File: config.mk
export PLATFORM = sky130hd
export DESIGN_NAME = dml_link_control
export DESIGN_NICKNAME = d
export VERILOG_FILES = /design/src/shared/dml_pkg.sv /design/src/dml_link_control.sv /design/src/dml_uart_tx.sv /design/src/dml_uart_rx.sv
export VERILOG_INCLUDE_DIRS = /design/src /design/src/shared
export SDC_FILE = /design/constraint.sdc
export NUM_CORES = 1
export LEC_CHECK = 0
export ABC_AREA = 1
export BUFFER_PORTS_ARGS = -buffer_cell sky130_fd_sc_hd__buf_2
export CAP_MARGIN = 25
export CORE_MARGIN = 8
export CORE_UTILIZATION = 43
export CTS_CLUSTER_SIZE = 25
export DETAILED_ROUTE_END_ITERATION = 8
export PLACE_DENSITY = 0.7
export RECOVER_POWER = 100
export SETUP_SLACK_MARGIN = 0.1
export SLEW_MARGIN = 40
export SYNTH_ARGS = -nofsm -noshare
export SYNTH_HDL_FRONTEND = slang
export SYNTH_SLANG_ARGS = --single-unit
export TNS_END_PERCENT = 1
File: constraint.sdc
create_clock -name mclk_i -period 13 [get_ports mclk_i]
set_input_delay 1.3 -clock mclk_i [delete_from_list [all_inputs] [get_ports mclk_i]]
set_output_delay 1.3 -clock mclk_i [all_outputs]
set_load 0.03 [all_outputs]
File: src/shared/dml_defs.svh
// Constants of the dial-up modem link controller
`ifndef DML_DEFS_SVH
`define DML_DEFS_SVH

// ****************************************************************
// Clock and serial timing
// ****************************************************************
`define DML_MCLK_HZ 250000000
`define DML_BAUD 9600
`define DML_BAUD_DIV (`DML_MCLK_HZ / `DML_BAUD)

// ****************************************************************
// Line control timing
// ****************************************************************
`define DML_HANGUP_MS 500
`define DML_HANGUP_CYCLES (`DML_HANGUP_MS * (`DML_MCLK_HZ / 1000))
`define DML_RETRY_MS 2000
`define DML_RETRY_CYCLES (`DML_RETRY_MS * (`DML_MCLK_HZ / 1000))

// ****************************************************************
// Command strings
// ****************************************************************
`define DML_CFG_LEN 8'h16
`define DML_PREFIX_LEN 8'h04
`define DML_DIGITS_MAX 32
`define DML_CR 8'h0D
`define DML_LF 8'h0A

// ****************************************************************
// Reset values
// ****************************************************************
`define DML_DTR_RESET 1'b1
`define DML_TXD_IDLE 10'h3FF

`endif

File: src/shared/dml_pkg.sv
// Types of the dial-up modem link controller
package dml_pkg;

    typedef enum logic [2:0] {
        DML_IDLE = 3'b000,
        DML_CFG = 3'b001,
        DML_DIAL = 3'b010,
        DML_WAIT = 3'b011,
        DML_CONN = 3'b100,
        DML_HANG_LOW = 3'b101,
        DML_HANG_HIGH = 3'b110
    } dml_state_type;

    typedef struct packed {
        logic valid;
        logic [7:0] data;
    } dml_byte_type;

    typedef struct packed {
        logic busy;
        logic [9:0] shift;
        logic [3:0] nbits;
        logic [31:0] cnt;
    } dml_tx_type;

    typedef struct packed {
        logic s1;
        logic s2;
        logic busy;
        logic [3:0] nbits;
        logic [31:0] cnt;
        logic [7:0] shift;
        logic valid;
        logic [7:0] data;
    } dml_rx_type;

    typedef struct packed {
        dml_state_type state;
        logic [7:0] idx;
        logic [31:0] timer;
        logic dtr;
        logic dial_prev;
        logic retry_pend;
        logic fail;
        logic [5:0] count;
        logic dsr_s1;
        logic dsr_s2;
        logic cd_s1;
        logic cd_s2;
    } dml_ctrl_type;

endpackage

File: src/dml_link_control.sv
// Dial-up modem link controller: control lines, command strings, connect timer
//
// What this block does
// - DTR falling makes modem drop call
// - Send line-behaviour setup string, then store
// - Every command ends with CR, LF
// - Command strings go out raw, unframed
// - Dial trigger sends tone prefix plus digits
// - Length zero sends the whole string
// - Dialing starts connect timer, watch lost-modem
// - Lost-modem falls when connection is made
// - Timer expiry: hang up, retry later
// - Connected link carries traffic both ways
// - Channel must be full-duplex before dialing
// - Hang up: DTR low, then high again
`timescale 1ns/1ns
`include "dml_defs.svh"

module dml_link_control #(
    parameter int BAUD_DIV = `DML_BAUD_DIV,
    parameter int HANGUP_CYCLES = `DML_HANGUP_CYCLES,
    parameter int RETRY_CYCLES = `DML_RETRY_CYCLES,
    parameter int DIGITS_MAX = `DML_DIGITS_MAX
) (
    input wire logic mclk_i,
    input wire logic reset_i,
    input wire logic dsr_i,
    input wire logic cd_i,
    input wire logic rxd_i,
    output logic dtr_o,
    output logic txd_o,
    input wire logic chan_fdx_i,
    input wire logic cfg_req_i,
    input wire logic dial_req_i,
    input wire logic hangup_req_i,
    input wire logic retry_en_i,
    input wire logic [7:0] dial_len_i,
    input wire logic [31:0] conn_timeout_i,
    input wire logic digit_clear_i,
    input wire logic digit_push_i,
    input wire logic [7:0] digit_data_i,
    input wire dml_pkg::dml_byte_type tx_in_i,
    output logic tx_ready_o,
    output dml_pkg::dml_byte_type rx_out_o,
    output logic lost_modem_o,
    output logic connected_o,
    output logic busy_o,
    output logic dial_fail_o
);

    // ****************************************************************
    // State and storage
    // ****************************************************************
    dml_pkg::dml_ctrl_type r;
    dml_pkg::dml_ctrl_type next_r;
    logic [7:0] digit_mem [DIGITS_MAX];

    logic lost;
    logic dial_rise;
    logic sending;
    logic [7:0] whole_len;
    logic [7:0] body_len;
    logic [7:0] body_char;
    logic [7:0] send_char;
    logic uart_ready;
    dml_pkg::dml_byte_type uart_in;
    dml_pkg::dml_byte_type uart_out;

    // ****************************************************************
    // Fixed strings
    // ****************************************************************
    // control-line setup
    function automatic logic [7:0] cfg_char(input logic [7:0] i);
        case (i)
            8'h00: cfg_char = 8'h41;
            8'h01: cfg_char = 8'h54;
            8'h02: cfg_char = 8'h20;
            8'h03: cfg_char = 8'h26;
            8'h04: cfg_char = 8'h53;
            8'h05: cfg_char = 8'h31;
            8'h06: cfg_char = 8'h20;
            8'h07: cfg_char = 8'h26;
            8'h08: cfg_char = 8'h43;
            8'h09: cfg_char = 8'h31;
            8'h0A: cfg_char = 8'h20;
            8'h0B: cfg_char = 8'h26;
            8'h0C: cfg_char = 8'h44;
            8'h0D: cfg_char = 8'h32;
            8'h0E: cfg_char = 8'h20;
            8'h0F: cfg_char = 8'h51;
            8'h10: cfg_char = 8'h31;
            8'h11: cfg_char = 8'h20;
            8'h12: cfg_char = 8'h45;
            8'h13: cfg_char = 8'h20;
            8'h14: cfg_char = 8'h26;
            8'h15: cfg_char = 8'h57;
            default: cfg_char = 8'h20;
        endcase
    endfunction

    function automatic logic [7:0] prefix_char(input logic [1:0] i);
        case (i)
            2'h0: prefix_char = 8'h61;
            2'h1: prefix_char = 8'h74;
            2'h2: prefix_char = 8'h64;
            default: prefix_char = 8'h74;
        endcase
    endfunction

    // ****************************************************************
    // Line status and string selection
    // ****************************************************************
    // lost-modem clears once both DSR and CD are seen
    assign lost = !(r.dsr_s2 && r.cd_s2);
    assign dial_rise = dial_req_i && !r.dial_prev;
    assign sending = (r.state == dml_pkg::DML_CFG) || (r.state == dml_pkg::DML_DIAL);
    assign whole_len = `DML_PREFIX_LEN + {2'h0, r.count};

    // zero or oversize length means the whole string
    always_comb begin
        if (r.state == dml_pkg::DML_CFG) begin
            body_len = `DML_CFG_LEN;
        end else if (dial_len_i == 8'h00 || dial_len_i > whole_len) begin
            body_len = whole_len;
        end else begin
            body_len = dial_len_i;
        end
    end

    always_comb begin
        if (r.state == dml_pkg::DML_CFG) begin
            body_char = cfg_char(r.idx);
        end else if (r.idx < `DML_PREFIX_LEN) begin
            body_char = prefix_char(r.idx[1:0]);
        end else begin
            body_char = digit_mem[5'(r.idx - `DML_PREFIX_LEN)];
        end
    end

    // CR then LF after the body
    always_comb begin
        if (r.idx < body_len) begin
            send_char = body_char;
        end else if (r.idx == body_len) begin
            send_char = `DML_CR;
        end else begin
            send_char = `DML_LF;
        end
    end

    // ****************************************************************
    // Transmit path
    // ****************************************************************
    // command bytes bypass the framed traffic path
    always_comb begin
        if (sending) begin
            uart_in = '{valid: 1'b1, data: send_char};
        end else if (r.state == dml_pkg::DML_CONN) begin
            uart_in = tx_in_i;
        end else begin
            uart_in = '{valid: 1'b0, data: 8'h00};
        end
    end

    assign tx_ready_o = (r.state == dml_pkg::DML_CONN) && uart_ready;

    // ****************************************************************
    // Control sequence
    // ****************************************************************
    always_comb begin
        next_r = r;
        next_r.dsr_s1 = dsr_i;
        next_r.dsr_s2 = r.dsr_s1;
        next_r.cd_s1 = cd_i;
        next_r.cd_s2 = r.cd_s1;
        next_r.dial_prev = dial_req_i;
        next_r.fail = 1'b0;
        if (digit_clear_i) begin
            next_r.count = 6'h00;
        end else if (digit_push_i && r.count < 6'(DIGITS_MAX) && !sending) begin
            next_r.count = r.count + 6'h01;
        end
        case (r.state)
            dml_pkg::DML_IDLE: begin
                // DTR held high so calls can be accepted
                next_r.dtr = 1'b1;
                next_r.idx = 8'h00;
                if (!lost) begin
                    next_r.state = dml_pkg::DML_CONN;
                end else if (chan_fdx_i && dial_rise) begin
                    next_r.state = dml_pkg::DML_DIAL;
                end else if (chan_fdx_i && cfg_req_i) begin
                    next_r.state = dml_pkg::DML_CFG;
                end
            end
            dml_pkg::DML_CFG, dml_pkg::DML_DIAL: begin
                if (uart_ready) begin
                    next_r.idx = r.idx + 8'h01;
                    if (r.idx == body_len + 8'h01) begin
                        next_r.idx = 8'h00;
                        if (r.state == dml_pkg::DML_CFG) begin
                            next_r.state = dml_pkg::DML_IDLE;
                        end else begin
                            // connect timer starts after the dial command
                            next_r.state = dml_pkg::DML_WAIT;
                            next_r.timer = conn_timeout_i;
                        end
                    end
                end
            end
            dml_pkg::DML_WAIT: begin
                if (!lost) begin
                    next_r.state = dml_pkg::DML_CONN;
                    next_r.retry_pend = 1'b0;
                end else if (r.timer == 32'h0) begin
                    // no answer in time: hang up, retry later
                    next_r.state = dml_pkg::DML_HANG_LOW;
                    next_r.timer = 32'(HANGUP_CYCLES - 1);
                    next_r.dtr = 1'b0;
                    next_r.fail = 1'b1;
                    next_r.retry_pend = retry_en_i;
                end else begin
                    next_r.timer = r.timer - 32'h1;
                end
            end
            dml_pkg::DML_CONN: begin
                if (hangup_req_i) begin
                    next_r.state = dml_pkg::DML_HANG_LOW;
                    next_r.timer = 32'(HANGUP_CYCLES - 1);
                    next_r.dtr = 1'b0;
                    next_r.retry_pend = 1'b0;
                end else if (lost) begin
                    next_r.state = dml_pkg::DML_IDLE;
                end
            end
            dml_pkg::DML_HANG_LOW: begin
                if (r.timer == 32'h0) begin
                    // DTR back high ends the pulse
                    next_r.state = dml_pkg::DML_HANG_HIGH;
                    next_r.dtr = 1'b1;
                    next_r.timer = r.retry_pend ? 32'(RETRY_CYCLES - 1) : 32'h0;
                end else begin
                    next_r.timer = r.timer - 32'h1;
                end
            end
            dml_pkg::DML_HANG_HIGH: begin
                if (r.timer == 32'h0) begin
                    next_r.idx = 8'h00;
                    if (r.retry_pend && chan_fdx_i) begin
                        next_r.state = dml_pkg::DML_DIAL;
                    end else begin
                        next_r.state = dml_pkg::DML_IDLE;
                    end
                    next_r.retry_pend = 1'b0;
                end else begin
                    next_r.timer = r.timer - 32'h1;
                end
            end
            default: begin
                next_r.state = dml_pkg::DML_IDLE;
                next_r.dtr = 1'b1;
            end
        endcase
    end

    always_ff @(posedge mclk_i) begin
        if (reset_i) begin
            r <= '{state: dml_pkg::DML_IDLE, idx: 8'h00, timer: 32'h0,
                   dtr: `DML_DTR_RESET, dial_prev: 1'b1, retry_pend: 1'b0,
                   fail: 1'b0, count: 6'h00, dsr_s1: 1'b0, dsr_s2: 1'b0,
                   cd_s1: 1'b0, cd_s2: 1'b0};
        end else begin
            r <= next_r;
        end
    end

    // Digit store: appends one digit per push
    always_ff @(posedge mclk_i) begin
        if (digit_push_i && !digit_clear_i && r.count < 6'(DIGITS_MAX) && !sending) begin
            digit_mem[r.count[4:0]] <= digit_data_i;
        end
    end

    // ****************************************************************
    // Serial channel
    // ****************************************************************
    dml_uart_tx #(
        .BAUD_DIV(BAUD_DIV)
    ) u_tx (
        .mclk_i(mclk_i),
        .reset_i(reset_i),
        .in_i(uart_in),
        .ready_o(uart_ready),
        .txd_o(txd_o)
    );

    dml_uart_rx #(
        .BAUD_DIV(BAUD_DIV)
    ) u_rx (
        .mclk_i(mclk_i),
        .reset_i(reset_i),
        .rxd_i(rxd_i),
        .out_o(uart_out)
    );

    // received bytes pass up only while connected
    assign rx_out_o = '{valid: uart_out.valid && (r.state == dml_pkg::DML_CONN), data: uart_out.data};

    // ****************************************************************
    // Outputs
    // ****************************************************************
    // DTR from a flip-flop
    assign dtr_o = r.dtr;
    assign lost_modem_o = lost;
    assign connected_o = (r.state == dml_pkg::DML_CONN);
    assign busy_o = (r.state != dml_pkg::DML_IDLE) && (r.state != dml_pkg::DML_CONN);
    assign dial_fail_o = r.fail;

endmodule // dml_link_control

File: src/dml_uart_tx.sv
// Serial transmitter, 8 data bits, no parity, one stop bit
`timescale 1ns/1ns
`include "dml_defs.svh"

module dml_uart_tx #(
    parameter int BAUD_DIV = `DML_BAUD_DIV
) (
    input wire logic mclk_i,
    input wire logic reset_i,
    input wire dml_pkg::dml_byte_type in_i,
    output logic ready_o,
    output logic txd_o
);

    dml_pkg::dml_tx_type r;
    dml_pkg::dml_tx_type next_r;

    always_comb begin
        next_r = r;
        if (!r.busy) begin
            if (in_i.valid) begin
                next_r.busy = 1'b1;
                next_r.shift = {1'b1, in_i.data, 1'b0};
                next_r.nbits = 4'hA;
                next_r.cnt = 32'(BAUD_DIV - 1);
            end
        end else if (r.cnt == 32'h0) begin
            next_r.shift = {1'b1, r.shift[9:1]};
            next_r.nbits = r.nbits - 4'h1;
            next_r.cnt = 32'(BAUD_DIV - 1);
            if (r.nbits == 4'h1) begin
                next_r.busy = 1'b0;
            end
        end else begin
            next_r.cnt = r.cnt - 32'h1;
        end
    end

    always_ff @(posedge mclk_i) begin
        if (reset_i) begin
            r <= '{busy: 1'b0, shift: `DML_TXD_IDLE, nbits: 4'h0, cnt: 32'h0};
        end else begin
            r <= next_r;
        end
    end

    assign ready_o = !r.busy;
    assign txd_o = r.shift[0];

endmodule // dml_uart_tx

File: src/dml_uart_rx.sv
// Serial receiver, 8 data bits, no parity, one stop bit
`timescale 1ns/1ns
`include "dml_defs.svh"

module dml_uart_rx #(
    parameter int BAUD_DIV = `DML_BAUD_DIV
) (
    input wire logic mclk_i,
    input wire logic reset_i,
    input wire logic rxd_i,
    output dml_pkg::dml_byte_type out_o
);

    dml_pkg::dml_rx_type r;
    dml_pkg::dml_rx_type next_r;

    always_comb begin
        next_r = r;
        next_r.s1 = rxd_i;
        next_r.s2 = r.s1;
        next_r.valid = 1'b0;
        if (!r.busy) begin
            // Start edge, first sample in the middle of bit 0
            if (!r.s2) begin
                next_r.busy = 1'b1;
                next_r.nbits = 4'h9;
                next_r.cnt = 32'(BAUD_DIV + BAUD_DIV / 2 - 1);
            end
        end else if (r.cnt == 32'h0) begin
            next_r.nbits = r.nbits - 4'h1;
            next_r.cnt = 32'(BAUD_DIV - 1);
            if (r.nbits == 4'h1) begin
                // Stop bit: deliver only a well framed byte
                next_r.busy = 1'b0;
                next_r.valid = r.s2;
                next_r.data = r.shift;
            end else begin
                next_r.shift = {r.s2, r.shift[7:1]};
            end
        end else begin
            next_r.cnt = r.cnt - 32'h1;
        end
    end

    always_ff @(posedge mclk_i) begin
        if (reset_i) begin
            r <= '{s1: 1'b1, s2: 1'b1, busy: 1'b0, nbits: 4'h0, cnt: 32'h0,
                   shift: 8'h00, valid: 1'b0, data: 8'h00};
        end else begin
            r <= next_r;
        end
    end

    assign out_o = '{valid: r.valid, data: r.data};

endmodule // dml_uart_rx

==> results.json, run 1 <==
{
  "cts_tree": "yes",
  "groute.usage.overall_pct": 19.24,
  "synth_adder_area_share_pct": 2.419,
  "floorplan.die.width_um": 232.6,
  "internal-power_mw": 2.559,
  "power_switching_mw": 1.244,
  "p_clk_share_pct": 34.8,
  "drcViolationCount": 0,
  "detail_route.first_pass.iterations": 6,
  "worstPathMaxFanout": 64,
  "area_delta_synth_final_pct": 11.54,
  "slew_headroom_pct": -94.71,
  "vias_in_the_first_global_route": 15960,
  "route.antenna.remaining_nets": 0,
  "insertion_delay_ns": 0.59,
  "setup_viol": 0,
  "place_area_sq_um": 21100,
  "yosysWarningCount": 0,
  "drv_cap": 10,
  "route.detailed.vias_per_inst": 5.624,
  "clock_tree.htree_level_count": 2,
  "finalPower_mw": 3.802,
  "clock-sinks": 422,
  "io_pins": 85,
  "power_frac_seq_pct": 41.4,
  "postSynthRegisterBits": 422,
  "syn-instance-count": 2265,
  "placeable_area_sq_um": 46460,
  "min_period_over_period_pct": 48.82,
  "largest_net_degree_at_the_start_of_global_routing": 72,
  "std_cell_rows": 79,
  "pwr-share-comb_pct": 23.8,
  "critical_path.endpoint_type": "register",
  "synthSimpleGateAreaFrac_pct": 18.89,
  "worst_max_slew_pin_slew_ns": 2.921,
  "leakage_nw": 8.563,
  "start_util_pct": 43.42,
  "vdd_ir_drop_max_mv": 0.1242,
  "antenna_found_initial": 0,
  "synth_nets": 2373,
  "yosysTopAreaCell": "sky130_fd_sc_hd__edfxtp_1",
  "synth_xor_area_share_pct": 2.345,
  "fin_setup_tns_ns": 0,
  "timing.hold.worst.start": "next_r[0]$_SDFF_PP0_",
  "dp.final_hpwl_um": 34740,
  "synth-compound-area-share_pct": 15.67,
  "outcome": "finished, violations left",
  "hold_class": "register to register",
  "final-max-slew-violation-count": 418,
  "critPathMaxStageDelay_ns": 1.74,
  "fillerInstances": 4356,
  "critPathArrivalTime_ns": 6.82,
  "nNetsFinal": 2418,
  "synth.area.top_cells": "sky130_fd_sc_hd__edfxtp_1, sky130_fd_sc_hd__dfxtp_1, sky130_fd_sc_hd__nand2_1, sky130_fd_sc_hd__nor2_1, sky130_fd_sc_hd__o21ai_0",
  "slowest_stage": "sky130_fd_sc_hd__clkbuf_1",
  "synth_area_per_cell_sq_um": 8.906,
  "timing.final.crit_period_ns": 6.346,
  "synth_seq_area_share_pct": 54.58,
  "timing.critical_path.from_type": "register",
  "finalHoldViolations": 0,
  "path_common_cell": "sky130_fd_sc_hd__nand2_1",
  "powerDensity_nw_per_um2": 169.0,
  "die-area_sq_um": 54100,
  "synth.mux.area_fraction_pct": 0.2977,
  "antennaDiodeCount": 0,
  "max_freq_mhz": 157.6,
  "r2r_start": "r[8]$_SDFFE_PP0P_",
  "die_y_um": 232.6,
  "clkTransAtPathRegs_ns": 0.07,
  "detailroute.via_count": 16600,
  "holdBufCountCts": 0,
  "cts_resized": 0,
  "finClkSkew_ns": 0.02732,
  "ys.flop_type": "sky130_fd_sc_hd__edfxtp_1",
  "portBuffers": 84,
  "power_switching_share_pct": 32.70,
  "grt_overflow": 0,
  "edff_count_synth": 256,
  "synthArstFlopShare_pct": 0,
  "gp_congestion": 0.9186,
  "failed_checks": "max-capacitance violations, max-slew violations",
  "cts-buffers-inserted": 44,
  "setup_repair_after_global_routing_missed_its_margin": "no",
  "route.detailed.wl_per_inst_um": 18.19,
  "required_worst_endpoint_ns": 13.48,
  "timing.hold.ws_ns": 0.4042,
  "grt_pass1_wl_um": 84930,
  "clk_path_buf_depth": 3,
  "post-synth-top-area-fraction_pct": 38.11,
  "root_buffer_cell": "sky130_fd_sc_hd__clkbuf_16",
  "mappedNetlistArea_sq_um": 20170,
  "synth.lib_cells_used.distinct": 59,
  "initialDrtViolationCount": 1769,
  "worstSetupPathType": "register to register",
  "final_design_area_no_fill_sq_um": 22500,
  "drive_above_1_share_pct": 7.079,
  "combinational_family_with_the_most_area_after_synthesis": "simple AND/OR/NAND/NOR gates",
  "totalWireLength_um": 53690,
  "cts.repair_timing.setup_buffer_count": 0,
  "cp-startpoint": "r[8]$_SDFFE_PP0P_"
}
synth_stat cells (5+ instances only):
master	n
sky130_fd_sc_hd__a21oi_1	178
sky130_fd_sc_hd__a221oi_1	17
sky130_fd_sc_hd__a311oi_1	6
sky130_fd_sc_hd__a31oi_1	35
sky130_fd_sc_hd__a32oi_1	6
sky130_fd_sc_hd__buf_1	5
sky130_fd_sc_hd__buf_2	7
sky130_fd_sc_hd__buf_4	8
sky130_fd_sc_hd__clkbuf_1	85
sky130_fd_sc_hd__clkinv_1	5
sky130_fd_sc_hd__dfxtp_1	166
sky130_fd_sc_hd__edfxtp_1	256
sky130_fd_sc_hd__ha_1	39
sky130_fd_sc_hd__inv_1	182
sky130_fd_sc_hd__mux2i_1	6
sky130_fd_sc_hd__nand2_1	355
sky130_fd_sc_hd__nand3_1	105
sky130_fd_sc_hd__nand4_1	26
sky130_fd_sc_hd__nor2_1	306
sky130_fd_sc_hd__nor3_1	57
sky130_fd_sc_hd__nor4_1	12
sky130_fd_sc_hd__o2111ai_1	5
sky130_fd_sc_hd__o211ai_1	9
sky130_fd_sc_hd__o21ai_0	189
sky130_fd_sc_hd__o21ai_1	29
sky130_fd_sc_hd__o221ai_1	24
sky130_fd_sc_hd__o22ai_1	21
sky130_fd_sc_hd__o311ai_0	5
sky130_fd_sc_hd__o31ai_1	5
sky130_fd_sc_hd__or2_2	10
sky130_fd_sc_hd__xnor2_1	19
sky130_fd_sc_hd__xor2_1	35
area by class of cell:
class                           instances  area (sq um)  area share, %
Clock buffer                           54          1170          5.199
Clock inverter                         27         350.3          1.557
Inverter                              191         718.2          3.192
Multi-Input combinational cell       1545          7973          35.43
Sequential cell                       422         11020          48.96
Tap cell                              607         759.5          3.375
Timing Repair Buffer                  106         514.2          2.285
metrics by stage:
stage               setup WS, ns  instances  utilization (%)
floorplan                  8.515       2265                -
global placement           7.966       2871            45.37
detailed placement         7.796       2871            45.41
CTS                        8.047       2952            48.68
global route               5.764       2952            48.43
finish                     6.654       2952            48.43
cells in the final DEF (no fill, tap or decap), types with 7 or more instances in the layout:
master                      netlist  layout
sky130_fd_sc_hd__nor3_1          57      56
sky130_fd_sc_hd__a31oi_1         35      35
sky130_fd_sc_hd__clkbuf_16        0      45
sky130_fd_sc_hd__a221oi_1        17      17
sky130_fd_sc_hd__nor2_1         306     304
sky130_fd_sc_hd__buf_2            7      60
sky130_fd_sc_hd__buf_4            8      11
sky130_fd_sc_hd__nand4_1         26      26
sky130_fd_sc_hd__o21ai_0        189     211
sky130_fd_sc_hd__o22ai_1         21      21
sky130_fd_sc_hd__clkbuf_1        85      43
sky130_fd_sc_hd__dfxtp_1        166     164
sky130_fd_sc_hd__ha_1            39      39
sky130_fd_sc_hd__clkinv_1         5      13
sky130_fd_sc_hd__edfxtp_1       256     256
sky130_fd_sc_hd__a21oi_1        178     178
sky130_fd_sc_hd__o211ai_1         9       9
sky130_fd_sc_hd__o21ai_1         29       7
sky130_fd_sc_hd__nand3_1        105     107
sky130_fd_sc_hd__nand2_1        355     358
sky130_fd_sc_hd__o221ai_1        24      24
sky130_fd_sc_hd__or2_2           10      10
sky130_fd_sc_hd__xor2_1          35      35
sky130_fd_sc_hd__inv_1          182     180
sky130_fd_sc_hd__xnor2_1         19      19
sky130_fd_sc_hd__nor4_1          12      12
per-layer routing:
| metal | vias to the layer above | GRT usage [%] | wire (um) |
|---|---|---|---|
| met4 | 0 | 5.435 | 1345 |
| met2 | 638 | 32.38 | 25480 |
| met1 | 7858 | 25.29 | 22900 |
| li1 | 7998 | - | - |
| met5 | - | 0 | 0 |
| met3 | 109 | 3.349 | 3964 |
worst paths after layout:
path / endpoint / cells past startpoint / slack, ns
max: r[27]$_SDFFE_PP0P_ / 27 / 6.65
min: r[0]$_SDFF_PP0_ / 2 / 0.40
max reg2reg: r[27]$_SDFFE_PP0P_ / 27 / 6.65
min reg2reg: r[0]$_SDFF_PP0_ / 2 / 0.40
kinds of logic (layout without fill, tap and decap cells):
family	Yosys count	count (layout)
multiplexers	6	6
other	1	1
buffers and inverters	298	378
flip-flops	422	422
adder cells (fa/ha/maj)	39	39
AO/OA/AOI/OAI	549	549
XOR/XNOR	54	54
AND/OR/NAND/NOR	896	896
flip-flops by register name (all words and copies together) (netlist names), 2 cells and up, named ones only:
name,count
digit_mem,256
next_r,2
r,53
u_rx.out_o,9
u_rx.r,46
u_tx.r,46
critical path: cells and delay by family, from the launching register on:
family / cells / cell delay (ns)
AOI/OAI and AO/OA: 2 / 0.51
xor gates and xnor gates: 1 / 0.22
adders and majority gates: 2 / 0.57
buffers and inverters: 4 / 1.99
DFF: 1 / 0.51
and+or+nand+nor: 18 / 2.39
power by group through the flow:
stage | registers, mW | clock network [mW] | logic, mW
CTS | 1.57 | 1.34 | 0.905
global route | 1.58 | 1.39 | 1.03
detailed placement | 1.60 | 0 | 0.898
global placement | 1.60 | 0 | 0.879
floorplan | 1.57 | 0 | 0.695
finish | 1.57 | 1.32 | 0.907
Power figures use the tool's default switching activity.
==> inputs of run 2 (changes only) <==
--- a/config.mk
+++ b/config.mk
@@ -13,7 +13,7 @@
 export CORE_UTILIZATION = 43
 export CTS_CLUSTER_SIZE = 25
 export DETAILED_ROUTE_END_ITERATION = 8
-export PLACE_DENSITY = 0.7
+export PLACE_DENSITY = 0.72
 export RECOVER_POWER = 100
 export SETUP_SLACK_MARGIN = 0.1
 export SLEW_MARGIN = 40
==> constraint.sdc (replaced) <==
create_clock -name mclk_i -period 5.69 [get_ports mclk_i]
set_input_delay 0.569 -clock mclk_i [delete_from_list [all_inputs] [get_ports mclk_i]]
set_output_delay 0.569 -clock mclk_i [all_outputs]
set_load 0.03 [all_outputs]
==> results.json, run 2 (synthesis gave the netlist of run 1 again) <==
{
  "outcome": "finished, violations left",
  "failed_checks": "max-capacitance violations, max-slew violations",
  "route.detailed.wl_per_inst_um": 17.97,
  "antennaDiodeCount": 0,
  "timing.final.crit_period_ns": 4.933,
  "critPathMaxStageDelay_ns": 0.48,
  "internal-power_mw": 5.778,
  "grt_pass1_wl_um": 83840,
  "largest_net_degree_at_the_start_of_global_routing": 89,
  "die-area_sq_um": 54100,
  "min_period_over_period_pct": 86.70,
  "start_util_pct": 43.42,
  "area_delta_synth_final_pct": 11.50,
  "vdd_ir_drop_max_mv": 0.3593,
  "cts.repair_timing.setup_buffer_count": 0,
  "worstSetupPathType": "register to register",
  "leakage_nw": 8.592,
  "setup_repair_after_global_routing_missed_its_margin": "no",
  "min_path_cells": 2,
  "grt_overflow": 0,
  "detailroute.via_count": 16910,
  "hold_class": "input pin to register",
  "path_common_cell": "sky130_fd_sc_hd__nand2_1",
  "io_pins": 85,
  "required_worst_endpoint_ns": 6.16,
  "floorplan.die.width_um": 232.6,
  "slew_headroom_pct": -9.677,
  "initialDrtViolationCount": 1524,
  "cts-buffers-inserted": 44,
  "root_buffer_cell": "sky130_fd_sc_hd__clkbuf_16",
  "route.antenna.remaining_nets": 0,
  "timing.critical_path.from_type": "register",
  "drcViolationCount": 0,
  "critical_path.endpoint_type": "register",
  "holdBufCountCts": 0,
  "groute.usage.overall_pct": 18.99,
  "timing.hold.ws_ns": 0.1847,
  "depth_of_the_worst_register_to_register_path": 34,
  "worstPathMaxFanout": 11,
  "clk_path_buf_depth": 3,
  "p_clk_share_pct": 33.7,
  "totalWireLength_um": 53070,
  "critPathArrivalTime_ns": 5.40,
  "postLayoutCoreUtil_pct": 48.41,
  "antenna_found_initial": 1,
  "finalHoldViolations": 0,
  "clkTransAtPathRegs_ns": 0.06,
  "std_cell_rows": 79,
  "final_design_area_no_fill_sq_um": 22490,
  "flip_flop_count_of_the_largest_register_after_layout": 256,
  "finClkSkew_ns": 0.01672,
  "place_area_sq_um": 21140,
  "setup_viol": 0,
  "clock_tree.htree_level_count": 2,
  "insertion_delay_ns": 0.58,
  "pwr-share-comb_pct": 24.6,
  "layout_common_cells": "sky130_fd_sc_hd__nand2_1, sky130_fd_sc_hd__nor2_1, sky130_fd_sc_hd__edfxtp_1",
  "detail_route.first_pass.iterations": 6,
  "worst_max_slew_pin_slew_ns": 1.645,
  "max_freq_mhz": 202.7,
  "final_common_cell": "sky130_fd_sc_hd__nand2_1",
  "die_y_um": 232.6,
  "layout.cells.non_filler": 2954,
  "slowest_stage": "sky130_fd_sc_hd__dfxtp_1",
  "portBuffers": 84,
  "gp_congestion": 0.9281,
  "power_switching_share_pct": 32.64,
  "drv_cap": 5,
  "dp.final_hpwl_um": 35080,
  "clock-sinks": 422,
  "dp.cells": 2875,
  "cts_tree": "yes",
  "placeable_area_sq_um": 46460,
  "vias_in_the_first_global_route": 15850,
  "fin_setup_tns_ns": 0,
  "power_switching_mw": 2.799,
  "nNetsFinal": 2422,
  "powerDensity_nw_per_um2": 381.4,
  "final-max-slew-violation-count": 121,
  "cts_resized": 0,
  "drive_above_1_share_pct": 7.286,
  "route.detailed.vias_per_inst": 5.723,
  "power_frac_seq_pct": 41.7
}
-- run 2: cell types whose count changed in the layout (fill, tap and decap cells not counted), moves of 2 or more --
cell                         change
sky130_fd_sc_hd__clkinvlp_4      -3
sky130_fd_sc_hd__nor2_1          +2
sky130_fd_sc_hd__clkinv_4        -2
sky130_fd_sc_hd__o21ai_1         -5
sky130_fd_sc_hd__bufinv_16       -2
sky130_fd_sc_hd__buf_4           +4
sky130_fd_sc_hd__o21ai_0         +5
sky130_fd_sc_hd__clkbuf_1        -4
sky130_fd_sc_hd__clkinv_2        +4
sky130_fd_sc_hd__clkbuf_8        +3
sky130_fd_sc_hd__nor2_2          -2
-- run 2: worst paths after layout --
kind	start	endpoint	slack [ns]
worst max register to register	r[8]$_SDFFE_PP0P_	register	0.76
worst min-delay path	rxd_i	u_rx.next_r[54]$_SDFF_PP1_	0.18
worst max-delay path	r[8]$_SDFFE_PP0P_	register	0.76
worst min register to register	next_r[0]$_SDFF_PP0_	r[0]$_SDFF_PP0_	0.40
-- run 2: cell type report --
cell class                 instances  area [sq um]
clock buffer                      55          1204
clock inverter                    24         254.0
fill                            4255         23970
inverter                         191         720.7
multi-input combinational       1545          7970
sequential                       422         11020
tap                              607         759.5
timing repair buffer             110         568.0
-- run 2: power groups by stage --
stage | Combinational, mW | Sequential, mW | Clock (mW)
2_1_floorplan | 1.59 | 3.58 | 0
3_3_place_gp | 2.04 | 3.62 | 0
3_5_place_dp | 2.09 | 3.63 | 0
4_1_cts | 2.11 | 3.57 | 2.93
5_1_grt | 2.37 | 3.59 | 3.04
6_report | 2.11 | 3.57 | 2.89
-- run 2: stage by stage --
step	setup WS [ns]	power [mW]
after floorplan	1.602	5.171
after global placement	1.110	5.661
after detailed placement	0.9797	5.721
after CTS	0.9572	8.601
after global routing	0.1553	9.003
final	0.7567	8.577
-- run 2: layer usage --
layer | up-vias | part of all wire, % | global-route usage, % | wire length (um)
met5 | - | 0.024 | 0 | 13
met4 | 2 | 3.7 | 8.035 | 1967
met3 | 135 | 7.5 | 2.874 | 3987
met2 | 696 | 46 | 30.93 | 24680
met1 | 8067 | 42 | 25.04 | 22420
li1 | 8005 | - | - | -
-- run 2: critical path, delay by kind of cell (launching register included) --
family	cells	cell delay, ns
buffers and inverters	6	0.47
AO/OA/AOI/OAI	2	0.35
flip-flops	1	0.48
XOR/XNOR	1	0.25
adder cells (fa/ha/maj)	3	0.85
AND/OR/NAND/NOR	22	2.46
==> inputs of run 3 (changes only) <==
--- a/config.mk
+++ b/config.mk
@@ -15,6 +15,7 @@
 export DETAILED_ROUTE_END_ITERATION = 8
 export PLACE_DENSITY = 0.72
 export RECOVER_POWER = 100
+export REMOVE_ABC_BUFFERS = 1
 export SETUP_SLACK_MARGIN = 0.1
 export SLEW_MARGIN = 40
 export SYNTH_ARGS = -nofsm -noshare
==> results.json, run 3 (synthesis gave the netlist of run 1 again) <==
{
  "slowest_stage": "sky130_fd_sc_hd__dfxtp_1",
  "dp.final_hpwl_um": 34350,
  "timing.critical_path.from_type": "register",
  "clkTransAtPathRegs_ns": 0.06,
  "root_buffer_cell": "sky130_fd_sc_hd__clkbuf_16",
  "start_util_pct": 43.42,
  "grt_overflow": 0,
  "timing.hold.ws_ns": 0.1960,
  "layout_common_cells": "sky130_fd_sc_hd__nand2_1, sky130_fd_sc_hd__nor2_1, sky130_fd_sc_hd__edfxtp_1",
  "worst_max_slew_pin_slew_ns": 1.997,
  "drv_cap": 6,
  "layout.cells.non_filler": 2957,
  "detailroute.via_count": 16640,
  "cts-buffers-inserted": 45,
  "critPathMaxStageDelay_ns": 0.48,
  "worstPathMaxFanout": 11,
  "fillerInstances": 4350,
  "cts.repair_timing.setup_buffer_count": 0,
  "timing.final.crit_period_ns": 4.988,
  "hold_class": "input pin to register",
  "required_worst_endpoint_ns": 6.15,
  "failed_checks": "max-capacitance violations, max-slew violations",
  "groute.usage.overall_pct": 19.02,
  "die_y_um": 232.6,
  "totalWireLength_um": 52900,
  "setup_repair_after_global_routing_missed_its_margin": "no",
  "vdd_ir_drop_max_mv": 0.2590,
  "detail_route.first_pass.iterations": 5,
  "leakage_nw": 8.623,
  "die-area_sq_um": 54100,
  "cts_tree": "yes",
  "min_period_over_period_pct": 87.67,
  "route.detailed.vias_per_inst": 5.629,
  "floorplan.die.width_um": 232.6,
  "setup_viol": 0,
  "drive_above_1_share_pct": 7.447,
  "max_freq_mhz": 200.5,
  "final-max-slew-violation-count": 209,
  "portBuffers": 84,
  "nNetsFinal": 2422,
  "vias_in_the_first_global_route": 16050,
  "io_pins": 85,
  "worstSetupPathType": "register to register",
  "clock-sinks": 422,
  "critical_path.endpoint_type": "register",
  "cts_resized": 0,
  "area_delta_synth_final_pct": 11.65,
  "insertion_delay_ns": 0.57,
  "finClkSkew_ns": 0.01483,
  "postLayoutCoreUtil_pct": 48.48,
  "route.antenna.remaining_nets": 0,
  "clk_path_buf_depth": 3,
  "placeable_area_sq_um": 46460,
  "drcViolationCount": 0,
  "fin_setup_tns_ns": 0,
  "final_common_cell": "sky130_fd_sc_hd__nand2_1",
  "r2r_slack_ns": 0.70,
  "holdBufCountCts": 0,
  "antennaDiodeCount": 0,
  "initialDrtViolationCount": 1555,
  "largest_net_degree_at_the_start_of_global_routing": 68,
  "path_common_cell": "sky130_fd_sc_hd__nand2_1",
  "critPathArrivalTime_ns": 5.44,
  "slew_headroom_pct": -33.14,
  "outcome": "finished, violations left",
  "gp_congestion": 0.8929,
  "std_cell_rows": 79,
  "grt_pass1_wl_um": 83810,
  "finalHoldViolations": 0,
  "dp.cells": 2874,
  "antenna_found_initial": 0,
  "clock_tree.htree_level_count": 2,
  "powerDensity_nw_per_um2": 384.9,
  "flip_flop_count_of_the_largest_register_after_layout": 256,
  "route.detailed.wl_per_inst_um": 17.89
}
run 3: cell types whose count changed in the layout (fill, tap and decap cells not counted), moves of 2 or more:
cell	delta
sky130_fd_sc_hd__buf_4	-2
sky130_fd_sc_hd__clkbuf_16	+2
sky130_fd_sc_hd__clkinv_2	+3
sky130_fd_sc_hd__inv_6	+2
run 3: area by class of cell:
| class | count | area (sq um) | area share, % |
|---|---|---|---|
| sequential | 422 | 11020 | 48.91 |
| multi-input combinational | 1545 | 7973 | 35.40 |
| clock buffer | 58 | 1267 | 5.628 |
| tap | 607 | 759.5 | 3.372 |
| inverter | 191 | 720.7 | 3.200 |
| timing repair buffer | 109 | 535.5 | 2.378 |
| clock inverter | 25 | 250.2 | 1.111 |
run 3: metal layers:
layer | global-route usage, % | wire length (um) | vias up
li1 | - | - | 8018
met3 | 2.813 | 3669 | 118
met5 | 0 | 0 | -
met4 | 7.234 | 1852 | 0
met2 | 32.19 | 25190 | 597
met1 | 24.41 | 22200 | 7911
run 3: metrics by stage:
| step | setup slack, ns | cell area, sq um | total power, mW |
|---|---|---|---|
| 2_1_floorplan | -1.012 | 19720 | 5.123 |
| 3_3_place_gp | 1.082 | 21100 | 5.650 |
| 3_5_place_dp | 0.8856 | 21110 | 5.711 |
| 4_1_cts | 0.8685 | 22630 | 8.695 |
| 5_1_grt | 0.1659 | 22520 | 9.113 |
| 6_report | 0.7017 | 22520 | 8.670 |
run 3: path summary, 6_finish.rpt:
path	from	end	depth (start not counted)
setup / recovery	r[8]$_SDFFE_PP0P_	register	34
setup reg to reg	r[8]$_SDFFE_PP0P_	register	34
hold reg to reg	next_r[2]$_SDFF_PP0_	r[2]$_SDFF_PP0_	2
hold / removal	rxd_i	u_rx.next_r[54]$_SDFF_PP1_	2
run 3: power breakdown:
| group | switching [mW] | internal, mW |
|---|---|---|
| logic | 1.41 | 0.677 |
| clock network | 1.21 | 1.80 |
| registers | 0.175 | 3.41 |
| total | 2.79 | 5.88 |
run 3: critical path, delay by kind of cell, from the launching register on:
| kind | cells | cell delay [ns] |
|---|---|---|
| AOI/OAI and AO/OA | 2 | 0.37 |
| xor gates and xnor gates | 1 | 0.24 |
| adders and majority gates | 3 | 0.87 |
| buffers and inverters | 6 | 0.46 |
| DFF | 1 | 0.48 |
| and+or+nand+nor | 22 | 2.47 |
